==> config.mk <==
export PLATFORM = sky130hd
export DESIGN_NAME = fcd_decoder
export DESIGN_NICKNAME = d
export VERILOG_FILES = /design/src/verilog/fcd_decoder.v
export VERILOG_INCLUDE_DIRS = /design/src /design/src/verilog
export SDC_FILE = /design/constraint.sdc
export NUM_CORES = 1
export LEC_CHECK = 0
export BUFFER_PORTS_ARGS = -buffer_cell sky130_fd_sc_hd__buf_2
export CAP_MARGIN = 25
export CORE_MARGIN = 10
export CORE_UTILIZATION = 40
export DETAILED_ROUTE_END_ITERATION = 8
export GPL_TIMING_DRIVEN = 0
export PLACE_DENSITY = 0.67
export SETUP_SLACK_MARGIN = 0.5
export SYNTH_ARGS = -nofsm -noshare
export SYNTH_HDL_FRONTEND = slang
export SYNTH_SLANG_ARGS = --single-unit
==> constraint.sdc <==
create_clock -name core_clk -period 4.7 [get_ports core_clk]
set_input_delay 0.94 -clock core_clk [delete_from_list [all_inputs] [get_ports core_clk]]
set_output_delay 0.94 -clock core_clk [all_outputs]
set_load 0.01 [all_outputs]
==> src/verilog/fcd_regs.vh <==
// Constants for the command set decoder: opcodes, field positions, counts and reset values
`ifndef FCD_REGS_VH
`define FCD_REGS_VH
// ----------------------------------------
// Opcode patterns
// ----------------------------------------
`define FCD_OP_SCAN_LE      5'h19
`define FCD_OP_VERIFY       5'h16
`define FCD_OP_WRITE        6'h05
`define FCD_OP_WRITE_DEL    6'h09
`define FCD_OP_SEEK         8'h0f
`define FCD_OP_SENSE_DRIVE  8'h04
`define FCD_OP_SENSE_INT    8'h08
`define FCD_OP_SPECIFY      8'h03
`define FCD_OP_VERSION      8'h10
`define FCD_OP_SET_TRACK    6'h21
`define FCD_SET_TRACK_TAG   5'h06
// ----------------------------------------
// Field positions
// ----------------------------------------
`define FCD_BIT_OPTION      7
`define FCD_BIT_HEAD        2
`define FCD_BIT_WNR         6
`define FCD_BIT_MSB_SEL     2
// ----------------------------------------
// Byte counts
// ----------------------------------------
`define FCD_LEN_XFER        4'h9
`define FCD_LEN_SEEK        4'h3
`define FCD_LEN_SEEK_ETR    4'h4
`define FCD_LEN_TWO         4'h2
`define FCD_LEN_THREE       4'h3
`define FCD_RES_XFER        4'h7
// ----------------------------------------
// Identification and reset values
// ----------------------------------------
// Identification byte value is arbitrary
`define FCD_VERSION_ID      8'h5a
`define FCD_RST_BYTE        8'h00
`endif

==> src/verilog/fcd_decoder.v <==
// Floppy controller command set decoder: command, execution and result phases
// Overview of operation
// - Scan low-or-equal decoded; host bytes compared with disk
// - Scan, verify, write take nine command bytes
// - Seek takes three bytes, steps, no result
// - Extended range seek adds fourth upper-nibble byte
// - Sense drive status returns status register three
// - Sense interrupt returns status zero, track low
// - Third sense interrupt byte only when extended
// - Set track reads or writes present track byte
// - Specify stores step, motor off, motor on
// - Verify reads sectors, count or length option
// - Write data takes host data, seven results
// - Write deleted records deleted mark, seven results
// - Implied seek precedes transfer when enabled
`timescale 1ns/10ps
`default_nettype none
`include "fcd_regs.vh"
module fcd_decoder
(
	input  wire        core_clk,
	input  wire        rst,
	input  wire        cmd_valid,
	input  wire [7:0]  cmd_byte,
	output wire        cmd_ready,
	output wire        res_valid,
	output reg  [7:0]  res_byte_ff,
	input  wire        res_ready,
	input  wire        extended_track_range,
	input  wire        implied_seek_enable,
	input  wire [7:0]  drive_status,
	input  wire [7:0]  st0_in,
	input  wire [7:0]  st1_in,
	input  wire [7:0]  st2_in,
	input  wire        host_data_valid,
	input  wire [7:0]  host_data,
	input  wire        disk_data_valid,
	input  wire [7:0]  disk_data,
	input  wire        exec_done,
	output reg         exec_start_ff,
	output reg  [3:0]  exec_kind_ff,
	output reg         seek_start_ff,
	output reg  [1:0]  drive_sel_ff,
	output reg         head_sel_ff,
	output reg  [11:0] target_track_ff,
	output reg         deleted_mark_ff,
	output reg         pass_to_host_ff,
	output reg         count_mode_flag_ff,
	output reg         multi_track_flag_ff,
	output reg         double_density_select_ff,
	output reg         skip_deleted_flag_ff,
	output reg  [3:0]  step_rate_ff,
	output reg  [3:0]  motor_off_ff,
	output reg  [7:0]  motor_on_ff,
	output reg         scan_hit_ff,
	output reg  [7:0]  param_track_ff,
	output reg  [7:0]  param_head_ff,
	output reg  [7:0]  param_sector_ff,
	output reg  [7:0]  param_size_ff,
	output reg  [7:0]  param_last_ff,
	output reg  [7:0]  param_gap_ff,
	output reg  [7:0]  param_length_ff
);
// ----------------------------------------
// States and command kinds
// ----------------------------------------
localparam ST_IDLE = 3'h0;
localparam ST_CMD  = 3'h1;
localparam ST_ISK  = 3'h2;
localparam ST_EXEC = 3'h3;
localparam ST_RES  = 3'h4;
localparam K_SCAN  = 4'h0;
localparam K_SEEK  = 4'h1;
localparam K_SDS   = 4'h2;
localparam K_SINT  = 4'h3;
localparam K_STRK  = 4'h4;
localparam K_SPEC  = 4'h5;
localparam K_VER   = 4'h6;
localparam K_VFY   = 4'h7;
localparam K_WR    = 4'h8;
localparam K_WRD   = 4'h9;
localparam K_BAD   = 4'hf;
reg  [2:0]  state_ff;
reg  [3:0]  cnt_ff;
reg  [3:0]  len_ff;
reg  [3:0]  res_len_ff;
reg  [11:0] ptr_ff [0:3];
reg  [7:0]  res_buf_ff [0:6];
reg         wnr_ff;
reg         msb_sel_ff;
wire        take = cmd_valid & cmd_ready;
wire        give = res_valid & res_ready;
wire [11:0] cur_ptr = ptr_ff[drive_sel_ff];
assign cmd_ready = (state_ff == ST_IDLE) | (state_ff == ST_CMD);
assign res_valid = (state_ff == ST_RES);
// ----------------------------------------
// Opcode decode
// ----------------------------------------
reg [3:0] dec_kind;
reg [3:0] dec_len;
always @*
begin
	dec_kind = K_BAD;
	if (cmd_byte[4:0] == `FCD_OP_SCAN_LE)
		dec_kind = K_SCAN;
	else if (cmd_byte[4:0] == `FCD_OP_VERIFY)
		dec_kind = K_VFY;
	else if (cmd_byte[5:0] == `FCD_OP_WRITE)
		dec_kind = K_WR;
	else if (cmd_byte[5:0] == `FCD_OP_WRITE_DEL)
		dec_kind = K_WRD;
	else if (cmd_byte == `FCD_OP_SEEK)
		dec_kind = K_SEEK;
	else if (cmd_byte == `FCD_OP_SENSE_DRIVE)
		dec_kind = K_SDS;
	else if (cmd_byte == `FCD_OP_SENSE_INT)
		dec_kind = K_SINT;
	else if (cmd_byte == `FCD_OP_SPECIFY)
		dec_kind = K_SPEC;
	else if (cmd_byte == `FCD_OP_VERSION)
		dec_kind = K_VER;
	else if (!cmd_byte[7] && cmd_byte[5:0] == `FCD_OP_SET_TRACK)
		dec_kind = K_STRK;
	// Length follows the kind so the two can never disagree
	case (dec_kind)
	K_SCAN, K_VFY, K_WR, K_WRD: dec_len = `FCD_LEN_XFER;
	K_SEEK:                     dec_len = extended_track_range ? `FCD_LEN_SEEK_ETR : `FCD_LEN_SEEK;
	K_SDS:                      dec_len = `FCD_LEN_TWO;
	K_SPEC, K_STRK:             dec_len = `FCD_LEN_THREE;
	default:                    dec_len = 4'h1;
	endcase
end
// ----------------------------------------
// Phase sequencer
// ----------------------------------------
wire xfer_kind = (exec_kind_ff == K_SCAN) | (exec_kind_ff == K_VFY) |
                 (exec_kind_ff == K_WR) | (exec_kind_ff == K_WRD);
wire last_cmd  = take & (cnt_ff + 4'h1 == len_ff);
integer i;
always @(posedge core_clk)
begin
	exec_start_ff <= 1'b0;
	seek_start_ff <= 1'b0;
	if (rst)
	begin
		state_ff                 <= ST_IDLE;
		cnt_ff                   <= 4'h0;
		len_ff                   <= 4'h1;
		res_len_ff               <= 4'h0;
		exec_kind_ff             <= K_BAD;
		drive_sel_ff             <= 2'h0;
		head_sel_ff              <= 1'b0;
		target_track_ff          <= 12'h000;
		deleted_mark_ff          <= 1'b0;
		pass_to_host_ff          <= 1'b0;
		count_mode_flag_ff       <= 1'b0;
		multi_track_flag_ff      <= 1'b0;
		double_density_select_ff <= 1'b0;
		skip_deleted_flag_ff     <= 1'b0;
		step_rate_ff             <= 4'h0;
		motor_off_ff             <= 4'h0;
		motor_on_ff              <= `FCD_RST_BYTE;
		scan_hit_ff              <= 1'b1;
		wnr_ff                   <= 1'b0;
		msb_sel_ff               <= 1'b0;
		res_byte_ff              <= `FCD_RST_BYTE;
		param_track_ff           <= `FCD_RST_BYTE;
		param_head_ff            <= `FCD_RST_BYTE;
		param_sector_ff          <= `FCD_RST_BYTE;
		param_size_ff            <= `FCD_RST_BYTE;
		param_last_ff            <= `FCD_RST_BYTE;
		param_gap_ff             <= `FCD_RST_BYTE;
		param_length_ff          <= `FCD_RST_BYTE;
		for (i = 0; i < 4; i = i + 1)
			ptr_ff[i] <= 12'h000;
		for (i = 0; i < 7; i = i + 1)
			res_buf_ff[i] <= `FCD_RST_BYTE;
	end
	else
	begin
		case (state_ff)
		ST_IDLE:
			if (take)
			begin
				exec_kind_ff             <= dec_kind;
				len_ff                   <= dec_len;
				cnt_ff                   <= 4'h1;
				multi_track_flag_ff      <= cmd_byte[7];
				double_density_select_ff <= cmd_byte[6];
				skip_deleted_flag_ff     <= cmd_byte[5];
				wnr_ff                   <= cmd_byte[`FCD_BIT_WNR];
				deleted_mark_ff          <= (dec_kind == K_WRD);
				pass_to_host_ff          <= 1'b0;
				scan_hit_ff              <= 1'b1;
				state_ff                 <= (dec_len == 4'h1) ? ST_EXEC : ST_CMD;
			end
		ST_CMD:
			if (take)
			begin
				cnt_ff <= cnt_ff + 4'h1;
				case (cnt_ff)
				4'h1:
				begin
					drive_sel_ff       <= cmd_byte[1:0];
					head_sel_ff        <= cmd_byte[`FCD_BIT_HEAD];
					msb_sel_ff         <= cmd_byte[`FCD_BIT_MSB_SEL];
					count_mode_flag_ff <= cmd_byte[`FCD_BIT_OPTION];
					// Only specify may touch the drive timings
					motor_off_ff       <= (exec_kind_ff == K_SPEC) ? cmd_byte[3:0] : motor_off_ff;
					step_rate_ff       <= (exec_kind_ff == K_SPEC) ? cmd_byte[7:4] : step_rate_ff;
				end
				4'h2:
				begin
					param_track_ff  <= cmd_byte;
					motor_on_ff     <= (exec_kind_ff == K_SPEC) ? cmd_byte : motor_on_ff;
					target_track_ff <= {target_track_ff[11:8], cmd_byte};
					if (exec_kind_ff == K_SEEK && !extended_track_range)
						target_track_ff <= {4'h0, cmd_byte};
				end
				4'h3:
				begin
					param_head_ff   <= cmd_byte;
					target_track_ff <= (exec_kind_ff == K_SEEK) ? {cmd_byte[7:4], target_track_ff[7:0]} : target_track_ff;
				end
				4'h4: param_sector_ff <= cmd_byte;
				4'h5: param_size_ff   <= cmd_byte;
				4'h6: param_last_ff   <= cmd_byte;
				4'h7: param_gap_ff    <= cmd_byte;
				4'h8: param_length_ff <= cmd_byte;
				default: ;
				endcase
				if (last_cmd)
				begin
					// Implied seek brings the head to the track before the transfer runs
					cnt_ff   <= 4'h0;
					state_ff <= (xfer_kind && implied_seek_enable) ? ST_ISK : ST_EXEC;
				end
			end
		ST_ISK:
		begin
			// One seek per command; cnt_ff marks it issued while the drive works
			if (cnt_ff == 4'h0)
			begin
				seek_start_ff   <= 1'b1;
				target_track_ff <= {4'h0, param_track_ff};
				cnt_ff          <= 4'h1;
			end
			else if (exec_done)
			begin
				ptr_ff[drive_sel_ff] <= {4'h0, param_track_ff};
				cnt_ff               <= 4'h0;
				state_ff             <= ST_EXEC;
			end
		end
		ST_EXEC:
		begin
			cnt_ff <= 4'h0;
			state_ff <= ST_RES;
			case (exec_kind_ff)
			K_SEEK:
			begin
				seek_start_ff        <= 1'b1;
				ptr_ff[drive_sel_ff] <= target_track_ff;
				state_ff             <= ST_IDLE;
			end
			K_SPEC: state_ff <= ST_IDLE;
			K_SDS:
			begin
				res_buf_ff[0] <= drive_status;
				res_len_ff    <= 4'h1;
			end
			K_SINT:
			begin
				res_buf_ff[0] <= st0_in;
				res_buf_ff[1] <= cur_ptr[7:0];
				res_buf_ff[2] <= {cur_ptr[11:8], 4'h0};
				res_len_ff    <= extended_track_range ? 4'h3 : 4'h2;
			end
			K_STRK:
			begin
				if (wnr_ff && msb_sel_ff)
					ptr_ff[drive_sel_ff] <= {param_track_ff[3:0], cur_ptr[7:0]};
				else if (wnr_ff)
					ptr_ff[drive_sel_ff] <= {cur_ptr[11:8], param_track_ff};
				res_buf_ff[0] <= wnr_ff ? param_track_ff :
				                 (msb_sel_ff ? {4'h0, cur_ptr[11:8]} : cur_ptr[7:0]);
				res_len_ff    <= 4'h1;
			end
			K_VER:
			begin
				res_buf_ff[0] <= `FCD_VERSION_ID;
				res_len_ff    <= 4'h1;
			end
			K_SCAN, K_VFY, K_WR, K_WRD:
			begin
				state_ff <= ST_EXEC;
				if (cnt_ff == 4'h0)
					exec_start_ff <= 1'b1;
				cnt_ff <= 4'h1;
				// Low-or-equal holds only while every host byte is at or below the disk byte
				if (exec_kind_ff == K_SCAN && host_data_valid && disk_data_valid && host_data > disk_data)
					scan_hit_ff <= 1'b0;
				if (exec_done && cnt_ff == 4'h1)
				begin
					res_buf_ff[0] <= st0_in;
					res_buf_ff[1] <= st1_in;
					res_buf_ff[2] <= st2_in;
					res_buf_ff[3] <= param_track_ff;
					res_buf_ff[4] <= param_head_ff;
					res_buf_ff[5] <= param_sector_ff;
					res_buf_ff[6] <= param_size_ff;
					res_len_ff    <= `FCD_RES_XFER;
					cnt_ff        <= 4'h0;
					state_ff      <= ST_RES;
				end
			end
			default: state_ff <= ST_IDLE;
			endcase
		end
		ST_RES:
		begin
			res_byte_ff <= res_buf_ff[cnt_ff[2:0]];
			if (give)
			begin
				cnt_ff      <= cnt_ff + 4'h1;
				if (cnt_ff + 4'h1 == res_len_ff)
					state_ff <= ST_IDLE;
			end
		end
		default: state_ff <= ST_IDLE;
		endcase
	end
end
endmodule
`default_nettype wire

==> results of run 1 <==
## worst register-to-register path, cell delays in order (launching register included)
cell	delay, ps
dfxtp_1	370
buf_2	370
buf_2	420
inv_1	180
ha_1	280
or3b_1	270
and3_1	180
o21bai_1	140
buf_2	250
or3_1	390
nand2b_1	510
## through the flow
step           std cells  hold slack, ps  cell area (sq um)  power (mW)
2_1_floorplan       1069             437              10800        2.56
3_3_place_gp        1581             439              12100        2.76
3_5_place_dp        1584             447              12100        2.77
4_1_cts             1630             455              13000        4.90
5_1_grt             1630             480              13000        5.04
6_report            1630             453              13000        4.89
## area by class of cell
| type | count | area, sq um | share of cell area (%) |
|---|---|---|---|
| plain buffers | 81 | 329 | 2.53 |
| clock buffers | 31 | 678 | 5.21 |
| clock inverters | 15 | 228 | 1.75 |
| inverters | 21 | 78.8 | 0.606 |
| multi-input cells | 740 | 4790 | 36.8 |
| flip-flops and latches | 227 | 5590 | 42.9 |
| well taps | 341 | 427 | 3.28 |
| repair buffers | 174 | 896 | 6.89 |
## worst paths after layout
check                                                     end  depth (start not counted)                     startpoint
worst max register to register    ptr_ff[0][10]$_SDFFCE_PN0P_                         10         cnt_ff[0]$_SDFFE_PP0P_
worst max-delay path              ptr_ff[0][10]$_SDFFCE_PN0P_                         10         cnt_ff[0]$_SDFFE_PP0P_
worst min-delay path            param_last_ff[4]$_SDFFE_PP0P_                          2  param_last_ff[4]$_SDFFE_PP0P_
worst min register to register  param_last_ff[4]$_SDFFE_PP0P_                          2  param_last_ff[4]$_SDFFE_PP0P_
## metal layers
| layer | vias to the layer above | routed length, microns |
|---|---|---|
| met3 | 56 | 3390 |
| met5 | - | 16 |
| met1 | 4379 | 15300 |
| met2 | 467 | 16300 |
| met4 | 2 | 1010 |
| li1 | 4255 | - |
## power groups by stage
stage / sequential [mW] / clock [mW] / combinational [mW]
CTS: 2.18 / 2.16 / 0.561
global route: 2.18 / 2.24 / 0.617
floorplan: 2.20 / 0 / 0.350
global placement: 2.22 / 0 / 0.543
detailed placement: 2.22 / 0 / 0.557
finish: 2.18 / 2.15 / 0.567
## cell usage after synthesis, types with 5 or more instances
cell,count,area share [%]
buf_2,17,0.79
a21oi_1,91,4.2
nor2b_1,14,0.81
nand4_1,6,0.35
nand2b_1,17,0.99
and3_1,7,0.41
ha_1,12,1.4
o21ai_0,28,1.3
nor2_1,150,5.2
a22oi_1,13,0.91
a211oi_1,21,1.5
nor3_1,14,0.65
a221oi_1,9,0.73
a22o_1,14,1.1
a31oi_1,5,0.29
nand2_1,87,3.0
mux4_2,20,4.2
and2_1,39,2.3
inv_1,19,0.66
xnor2_1,5,0.41
edfxtp_1,104,29
mux2i_1,69,6.4
clkbuf_1,59,2.1
dfxtp_1,123,23
nand3_1,47,2.2
## kinds of logic after synthesis
logic type      Yosys count  share of synthesized area, %
compound gates          210                          12.5
xor+xnor                 10                         0.952
flops                   227                          51.8
simple gates            417                          18.8
mux                      90                          10.7
buf+inv                 102                          3.78
other cells               1                        0.0348
fa+ha+maj                12                          1.39
==> results.toml, run 1 <==
[global_route]
global_route.usage.met2_pct = 32.2
grt_pass1_wl_mm = 54.0
overflow = 0
met1_usage_pct = 27.7
busiest_layer = "met2"
grt_util_all_layers_pct = 20.6
gr-usage-met3_pct = 4.37
grt_max_degree = 25
grt_pass1_vias = 8940
antenna_found_initial = 1

[status]
status = "finished, final reports clean"

[timing]
skew_ps = 9.10
period_needed_ps = 3740
relSlewSlack_pct = 38.1
setup_viol_count_final = 0
fin_tns_setup_ps = 0
rsz0062_at_grt = "no"
min_period_over_period_pct = 79.5
finalHoldViolations = 0
setup_ws_ps = 964
slew_viol_final = 0
fmax_ghz = 0.268
worst_pin_slew_ps = 928

[synth]
yosysWarnings = 0
synth_cell_types = 72
synthFlopType = "dfxtp_1"
syn_area_sq_um = 10800
yosysSeqAreaShare_pct = 51.8
synth-edff-count = 104
synth_nets = 1146
async_reset_ff_share_pct = 0
synth-seq-cells = 227
post_synth_inst_count = 1069
avgSynthCellArea_sq_um = 10.1

[cts]
cts_buffers = 25
insertion_delay_ps = 540
cts.repair.resized = 0
path_clk_slew_ps = 60
numClockSinks = 227
cts_setup_buffers = 0
cts-root-buf = "clkbuf_16"
clock_path_buffers = 3
htree_levels = 1
cts_tree = "built"
cts_hold_repair.buffers = 0

[power_and_ir_drop]
irDropWorstVdd_uv = 247
p_seq_share_pct = 44.5
clkPwrFrac_pct = 43.9
switching_share_pct = 25.7
p_per_area_nw_per_um2 = 376
p_int_mw = 3.63
p_leak_nw = 5.28
comb_power_share_pct = 11.6
p_sw_mw = 1.26

[critical_path]
r2r_slack_ps = 960
worstPathMaxFanout = 12
path_buf_inv = 4
path_class = "reg -> reg"
crit_top_cell = "buf_2"
required_ps = 4870
crit_slowest_cell = "nand2b_1"
start_kind = "register"
crit_path_cell_trace = "buf_2 -> buf_2 -> inv_1 -> ha_1 -> or3b_1 -> and3_1 -> o21bai_1 -> buf_2 -> or3_1 -> nand2b_1"
crit_path_max_incr_delay_ps = 510
cp.arrival_ps = 3900
cp_top_family = "simple AND/OR/NAND/NOR gates"
crit_path_end_kind = "register"

[finish]
final_cell_mix = "buf_2 (189), nor2_1 (150), dfxtp_1 (123)"
num_antenna_cells = 0
top_register = "res_buf_ff"
reg.largest.list = "res_buf_ff x56, ptr_ff x48, target_track_ff x12"
drive_above_1_share_pct = 20.8
largest_reg_flops = 56
final_common_cell = "buf_2"
fin_util_pct = 48.7
fillers = 2556
syn_to_final_growth_pct = 20.7
nNetsFinal = 1347

[floorplanning]
start_util_pct = 40.3
rows = 60
die_y_microns = 184
core_sq_um = 26700
dieWidth_microns = 184
dieArea_sq_um = 33900
ioPinCount = 175

[drt]
drt_wl_total_mm = 36.1
ant_nets = 0
dr.first_iter.drc_count = 881
drc = 0
first_pass_iters = 5
vias = 9159
viasPerCell = 5.62
wire_per_inst_microns = 22.1

[hold_path]
hp-class = "reg -> reg"

[place]
io_buffers = 171
hpwl_mm = 27.0
gp_congestion = 0.935
place_ws_ps = 997

[job]
maxCapViolCount = 0
Note: power is estimated with default switching activity, not from simulation.
==> run 2, diff against run 1 <==
Settings changed: ABC_AREA set to 1.
Clock period 4.7 ns to 3.8 ns, I/O delays scaled along.
==> run 2 against run 1 <==
Compared with the run above: final area down 1.7%; clock skew is 3.8 ps higher; highest routed layer is now met4; register-to-register slack worse by 320 ps; worst setup slack worse by 320 ps; hold slack got worse by 4.4 ps; global-route usage barely moved; count of clock-buffer cells in the layout is the same.
==> results.toml, run 2 <==
[power_and_ir_drop]
p_int_mw = 4.66
p_per_area_nw_per_um2 = 544
irDropWorstVdd_uv = 282
comb_power_share_pct = 23.2
p_seq_share_pct = 41.6
clkPwrFrac_pct = 35.2
switching_share_pct = 33.1
p_leak_nw = 5.51
p_sw_mw = 2.30

[drt]
dr.first_iter.drc_count = 1094
top_layer = "met4"
drc = 0
first_pass_iters = 6
ant_nets = 0
vias = 9917
wire_per_inst_microns = 19.6
drt-met1-wl_mm = 15.9
viasPerCell = 5.35
wl_met3_mm = 3.57
dr_wl_met2_mm = 16.1
drt_wl_total_mm = 36.3

[cts]
htree_levels = 1
cts_hold_repair.buffers = 0
cts-root-buf = "clkbuf_16"
cts_tree = "built"
insertion_delay_ps = 530
cts_buffers = 25
clock_path_buffers = 3
path_clk_slew_ps = 70
numClockSinks = 227

[timing]
rsz0062_at_grt = "no"
slew_viol_final = 0
setup_viol_count_final = 0
fmax_ghz = 0.317
fin_tns_setup_ps = 0
finalHoldViolations = 0
period_needed_ps = 3150
skew_ps = 12.9
min_period_over_period_pct = 82.9
relSlewSlack_pct = 42.8
worst_pin_slew_ps = 855

[finish]
drive_above_1_share_pct = 18.3
top_register = "res_buf_ff"
final_common_cell = "nand2_1"
nNetsFinal = 1574
reg.largest.list = "res_buf_ff x56, ptr_ff x48, target_track_ff x12"
syn_to_final_growth_pct = 20.3
final_cell_mix = "nand2_1 (205), buf_2 (187), o21ai_0 (173)"
fin_util_pct = 48.9
largest_reg_flops = 56
fillers = 2578

[synth]
synth_top_cell_by_area = "edfxtp_1"
synthFlopType = "dfxtp_1"
async_reset_ff_share_pct = 0
synth.most_common_cell = "nand2_1"
synth.top_cells.by_area = "edfxtp_1 (29%), dfxtp_1 (23%), o21ai_0 (8.1%), nand2_1 (7.3%), a21oi_1 (6.2%)"
avgSynthCellArea_sq_um = 8.20
synth_top_cell_area_share_pct = 29.4
synth-edff-count = 104
post_synth_inst_count = 1297
synth_commonest_cells = "nand2_1 (208), o21ai_0 (173), nor2_1 (170)"
syn_area_sq_um = 10600
yosysWarnings = 0
yosysSeqAreaShare_pct = 52.5
synth_nets = 1374
synth_cell_types = 46
synth-seq-cells = 227

[floorplanning]
core_sq_um = 26100
start_util_pct = 40.7
ioPinCount = 175
rows = 59
dieWidth_microns = 183
die_y_microns = 183
dieArea_sq_um = 33500

[job]
maxCapViolCount = 0

[global_route]
antenna_found_initial = 0
grt_util_all_layers_pct = 20.6
grt_pass1_vias = 9339
grt_pass1_wl_mm = 54.1
overflow = 0
grt_max_degree = 25

[place]
io_buffers = 171
gp_congestion = 0.969
hpwl_mm = 27.0

[critical_path]
cp.arrival_ps = 3380
crit_path_end_kind = "register"
path_class = "reg -> reg"
start_kind = "register"
required_ps = 4020
r2r_slack_ps = 650
worstPathMaxFanout = 12

[status]
status = "finished, final reports clean"

[hold_path]
hp-class = "reg -> reg"
run 2: changes by cell type after synthesis, moves of 39 or more:
cell,before,now
a21oi_1,91,131
nand2_1,87,208
mux2i_1,69,2
o21ai_0,28,173
inv_1,19,133
and2_1,39,0
run 2: final timing paths:
kind                                      from                      endpoint  cells past startpoint
setup reg to reg        cnt_ff[1]$_SDFFE_PP0P_    ptr_ff[1][8]$_SDFFCE_PN0P_                     14
hold reg to reg   motor_off_ff[1]$_SDFFE_PP0P_  motor_off_ff[1]$_SDFFE_PP0P_                      2
hold / removal    motor_off_ff[1]$_SDFFE_PP0P_  motor_off_ff[1]$_SDFFE_PP0P_                      2
setup / recovery        cnt_ff[1]$_SDFFE_PP0P_    ptr_ff[1][8]$_SDFFCE_PN0P_                     14
run 2: timing repair:
item | CTS | global route
setup buffers | 1 | 0
cloned | 0 | 0
setup endpoints to repair | 73 | 52
pin swaps | 1 | 0
resized for setup | 6 | 5
run 2: worst max-delay path, stage by stage (launching register included):
cell	delay, ps
dfxtp_1	350
clkbuf_2	230
inv_1	220
clkbuf_4	260
ha_1	230
inv_1	90
nor2_1	210
nor2_1	70
nand3_1	70
nand2_1	90
nor2_4	210
inv_1	100
nand3_1	210
clkbuf_4	300
nand2_4	170
run 2: cell families (layout without fill, tap and decap cells):
logic type / Yosys count / after routing / share of synthesized area [%]
AND/OR/NAND/NOR: 479 / 479 / 19.4
AO/OA/AOI/OAI: 364 / 364 / 18.4
flip-flops: 227 / 227 / 52.5
buffers and inverters: 212 / 431 / 8.00
adder cells (fa/ha/maj): 12 / 12 / 1.41
multiplexers: 2 / 2 / 0.188
other: 1 / 2 / 0.0353
run 2: area by class of cell:
class / instances / area, sq um / area share [%]
multi-input combinational: 858 / 4210 / 32.9
tap: 335 / 419 / 3.28
clock buffer: 31 / 691 / 5.40
clock inverter: 15 / 133 / 1.04
timing repair buffer: 173 / 891 / 6.97
buffer: 65 / 307 / 2.40
antenna: 1 / 2.50 / 0.0196
sequential: 227 / 5590 / 43.7
inverter: 147 / 553 / 4.32
run 2: power groups by stage:
stage	Clock (mW)	Combinational [mW]	Sequential, mW
final	2.45	1.61	2.89
after global routing	2.56	1.79	2.91
after CTS	2.46	1.60	2.89
after detailed placement	0	1.59	2.94
after global placement	0	1.58	2.94
after floorplan	0	1.00	2.94
run 2: metrics by stage:
stage                     hold slack, ps  total power [mW]  cell area (sq um)  std cells  setup slack, ps
final                                449              6.96              12800       1852              649
after global routing                 474              7.27              12800       1851              521
after CTS                            451              6.95              12800       1851              518
after detailed placement             434              4.53              11900       1804             -146
after global placement               430              4.52              11900       1803             -132
after floorplan                      449              3.94              10600       1297             1060
run 2: layer usage:
metal	GRT usage [%]	up-vias
met5	0	-
met4	4.95	0
met3	4.98	46
met2	31.9	454
met1	28.5	4644
li1	-	4773
==> run 3, diff against run 2 <==
Clock period 3.8 ns to 3.05 ns, I/O delays scaled along.
==> run 3 against run 2 <==
Compared with the run above: wire length rose by 0.97%; via count increased by 1.7%; final cell count up 0.22%; sequential share of layout area decreased by 0.49 points; worst setup slack got worse by 71 ps; hold slack got worse by 65 ps; clock power is 27% higher; count of clock-buffer cells in the layout rose by 6; global-route usage up 0.30 points; core utilization is 0.58 points higher; largest cell class unchanged.
==> results.toml, run 3 (synthesis results as in run 2) <==
[status]
status = "finished, final reports clean"

[hold_path]
whs_endpoint = "res_buf_ff[2][7]$_SDFFCE_PN0P_"
hold_depth = 3
worstHoldStart = "st2_in[7]"
hp-class = "in -> reg"

[global_route]
grt_max_degree = 33
antenna_found_initial = 0
grt_pass1_wl_mm = 55.2
grt_util_all_layers_pct = 20.9
overflow = 0
grt_pass1_vias = 9584

[cts]
path_clk_slew_ps = 60
cts_buffers = 26
insertion_delay_ps = 530
cts-root-buf = "clkbuf_16"
htree_levels = 1
numClockSinks = 227
cts_tree = "built"
clock_path_buffers = 3

[place]
gp_congestion = 0.962
dpl-instance-area_sq_um = 11900
hpwl_mm = 27.2
io_buffers = 171

[floorplanning]
core_sq_um = 26100
dieWidth_microns = 183
die_y_microns = 183
dieArea_sq_um = 33500
start_util_pct = 40.7
ioPinCount = 175
rows = 59

[timing]
finalHoldViolations = 0
relSlewSlack_pct = 40.3
worst_pin_slew_ps = 896
setup_viol_count_final = 0
period_needed_ps = 2470
rsz0062_at_grt = "no"
min_period_over_period_pct = 81.1
skew_ps = 21.1
fmax_ghz = 0.404
slew_viol_final = 0

[critical_path]
r2r_slack_ps = 590
ff2ff_path_depth = 15
path_class = "reg -> out"
r2r_start = "cnt_ff[1]$_SDFFE_PP0P_"
required_ps = 2440
start_kind = "register"
crit_path_end_kind = "primary output"
cp.arrival_ps = 1860
rr_endpoint = "ptr_ff[3][0]$_DFFE_PP_"
worstPathMaxFanout = 10

[power_and_ir_drop]
irDropWorstVdd_uv = 391
p_seq_share_pct = 41.1
p_leak_nw = 5.57
comb_power_share_pct = 23.5
p_int_mw = 5.91
p_per_area_nw_per_um2 = 681
switching_share_pct = 32.8
fin_total_pwr_mw = 8.81
clkPwrFrac_pct = 35.5
p_sw_mw = 2.89

[drt]
dr.first_iter.drc_count = 1048
viasPerCell = 5.43
drt_wl_total_mm = 36.6
ant_nets = 0
wire_per_inst_microns = 19.7
vias = 10100
first_pass_iters = 7
drc = 0

[job]
maxCapViolCount = 0

[finish]
top_register = "res_buf_ff"
final_common_cell = "nand2_1"
final_cell_mix = "nand2_1 (204), buf_2 (186), o21ai_0 (173)"
drive_above_1_share_pct = 19.6
nNetsFinal = 1578
num_antenna_cells = 0
syn_to_final_growth_pct = 21.7
reg.largest.list = "res_buf_ff x56, ptr_ff x48, target_track_ff x12"
stdcell_area_sq_um = 12900
largest_reg_flops = 56
[run 3: changes by cell type in the layout (fill, tap and decap cells not counted), sizes merged]
cell / before / now
buf: 196 / 201
bufinv: 2 / 1
clkbuf: 73 / 77
clkinv: 15 / 11
clkinvlp: 2 / 1
diode: 1 / 0
inv: 143 / 145
[run 3: repair_timing]
action	in CTS	in global routing
setup buffers	5	0
resized for setup	31	11
hold buffers	0	0
pin swaps	2	1
setup endpoints to repair	226	135
[run 3: cell type report]
type                       count  area [sq um]
clock inverter                11          90.1
sequential                   227          5590
tap                          335           419
buffer                        65           338
multi-input combinational    858          4270
timing repair buffer         176           906
clock buffer                  37           769
fill                        2587         13200
inverter                     147           561
[run 3: worst max-delay path by stage]
stage,slack [ps],end,cells after the start,from
after floorplan,410,ptr_ff[0][0]$_SDFFCE_PN0P_,16,cnt_ff[1]$_SDFFE_PP0P_
after global placement,-650,ptr_ff[1][11]$_SDFFCE_PN0P_,14,cnt_ff[1]$_SDFFE_PP0P_
after detailed placement,-690,ptr_ff[1][11]$_SDFFCE_PN0P_,14,cnt_ff[1]$_SDFFE_PP0P_
after CTS,520,res_buf_ff[5][1]$_SDFFCE_PN0P_,11,cnt_ff[1]$_SDFFE_PP0P_
after global routing,510,res_valid,6,state_ff[0]$_SDFFE_PP0P_
final,580,res_valid,6,state_ff[0]$_SDFFE_PP0P_
[run 3: power groups by stage]
stage	clock network, mW	logic, mW	registers, mW
2_1_floorplan	0	1.25	3.66
3_3_place_gp	0	1.96	3.66
3_5_place_dp	0	1.98	3.67
4_1_cts	3.15	2.04	3.61
5_1_grt	3.28	2.31	3.64
6_report	3.12	2.07	3.62
[run 3: layer usage]
| metal | track usage (%) | wire length [microns] |
|---|---|---|
| met1 | 29.2 | 16000 |
| met2 | 32.8 | 16500 |
| met3 | 3.18 | 3260 |
| met4 | 6.03 | 902 |
| met5 | 0 | 0 |
[run 3: critical path, stage by stage (launching register included)]
cell and delay, ps:
dfxtp_1 360, nor2_1 200, inv_1 60, nor2_1 120, buf_4 210, clkbuf_4 220, buf_2 150
[run 3: through the flow]
step	setup slack, ps	hold slack [ps]	utilization [%]	cells	TNS (ps)
after floorplan	412	449	-	1297	0
after global placement	-645	431	45.6	1803	-24990
after detailed placement	-689	439	45.6	1803	-28450
after CTS	518	369	49.5	1856	0
after global routing	506	383	49.5	1856	0
final	578	384	49.5	1856	0
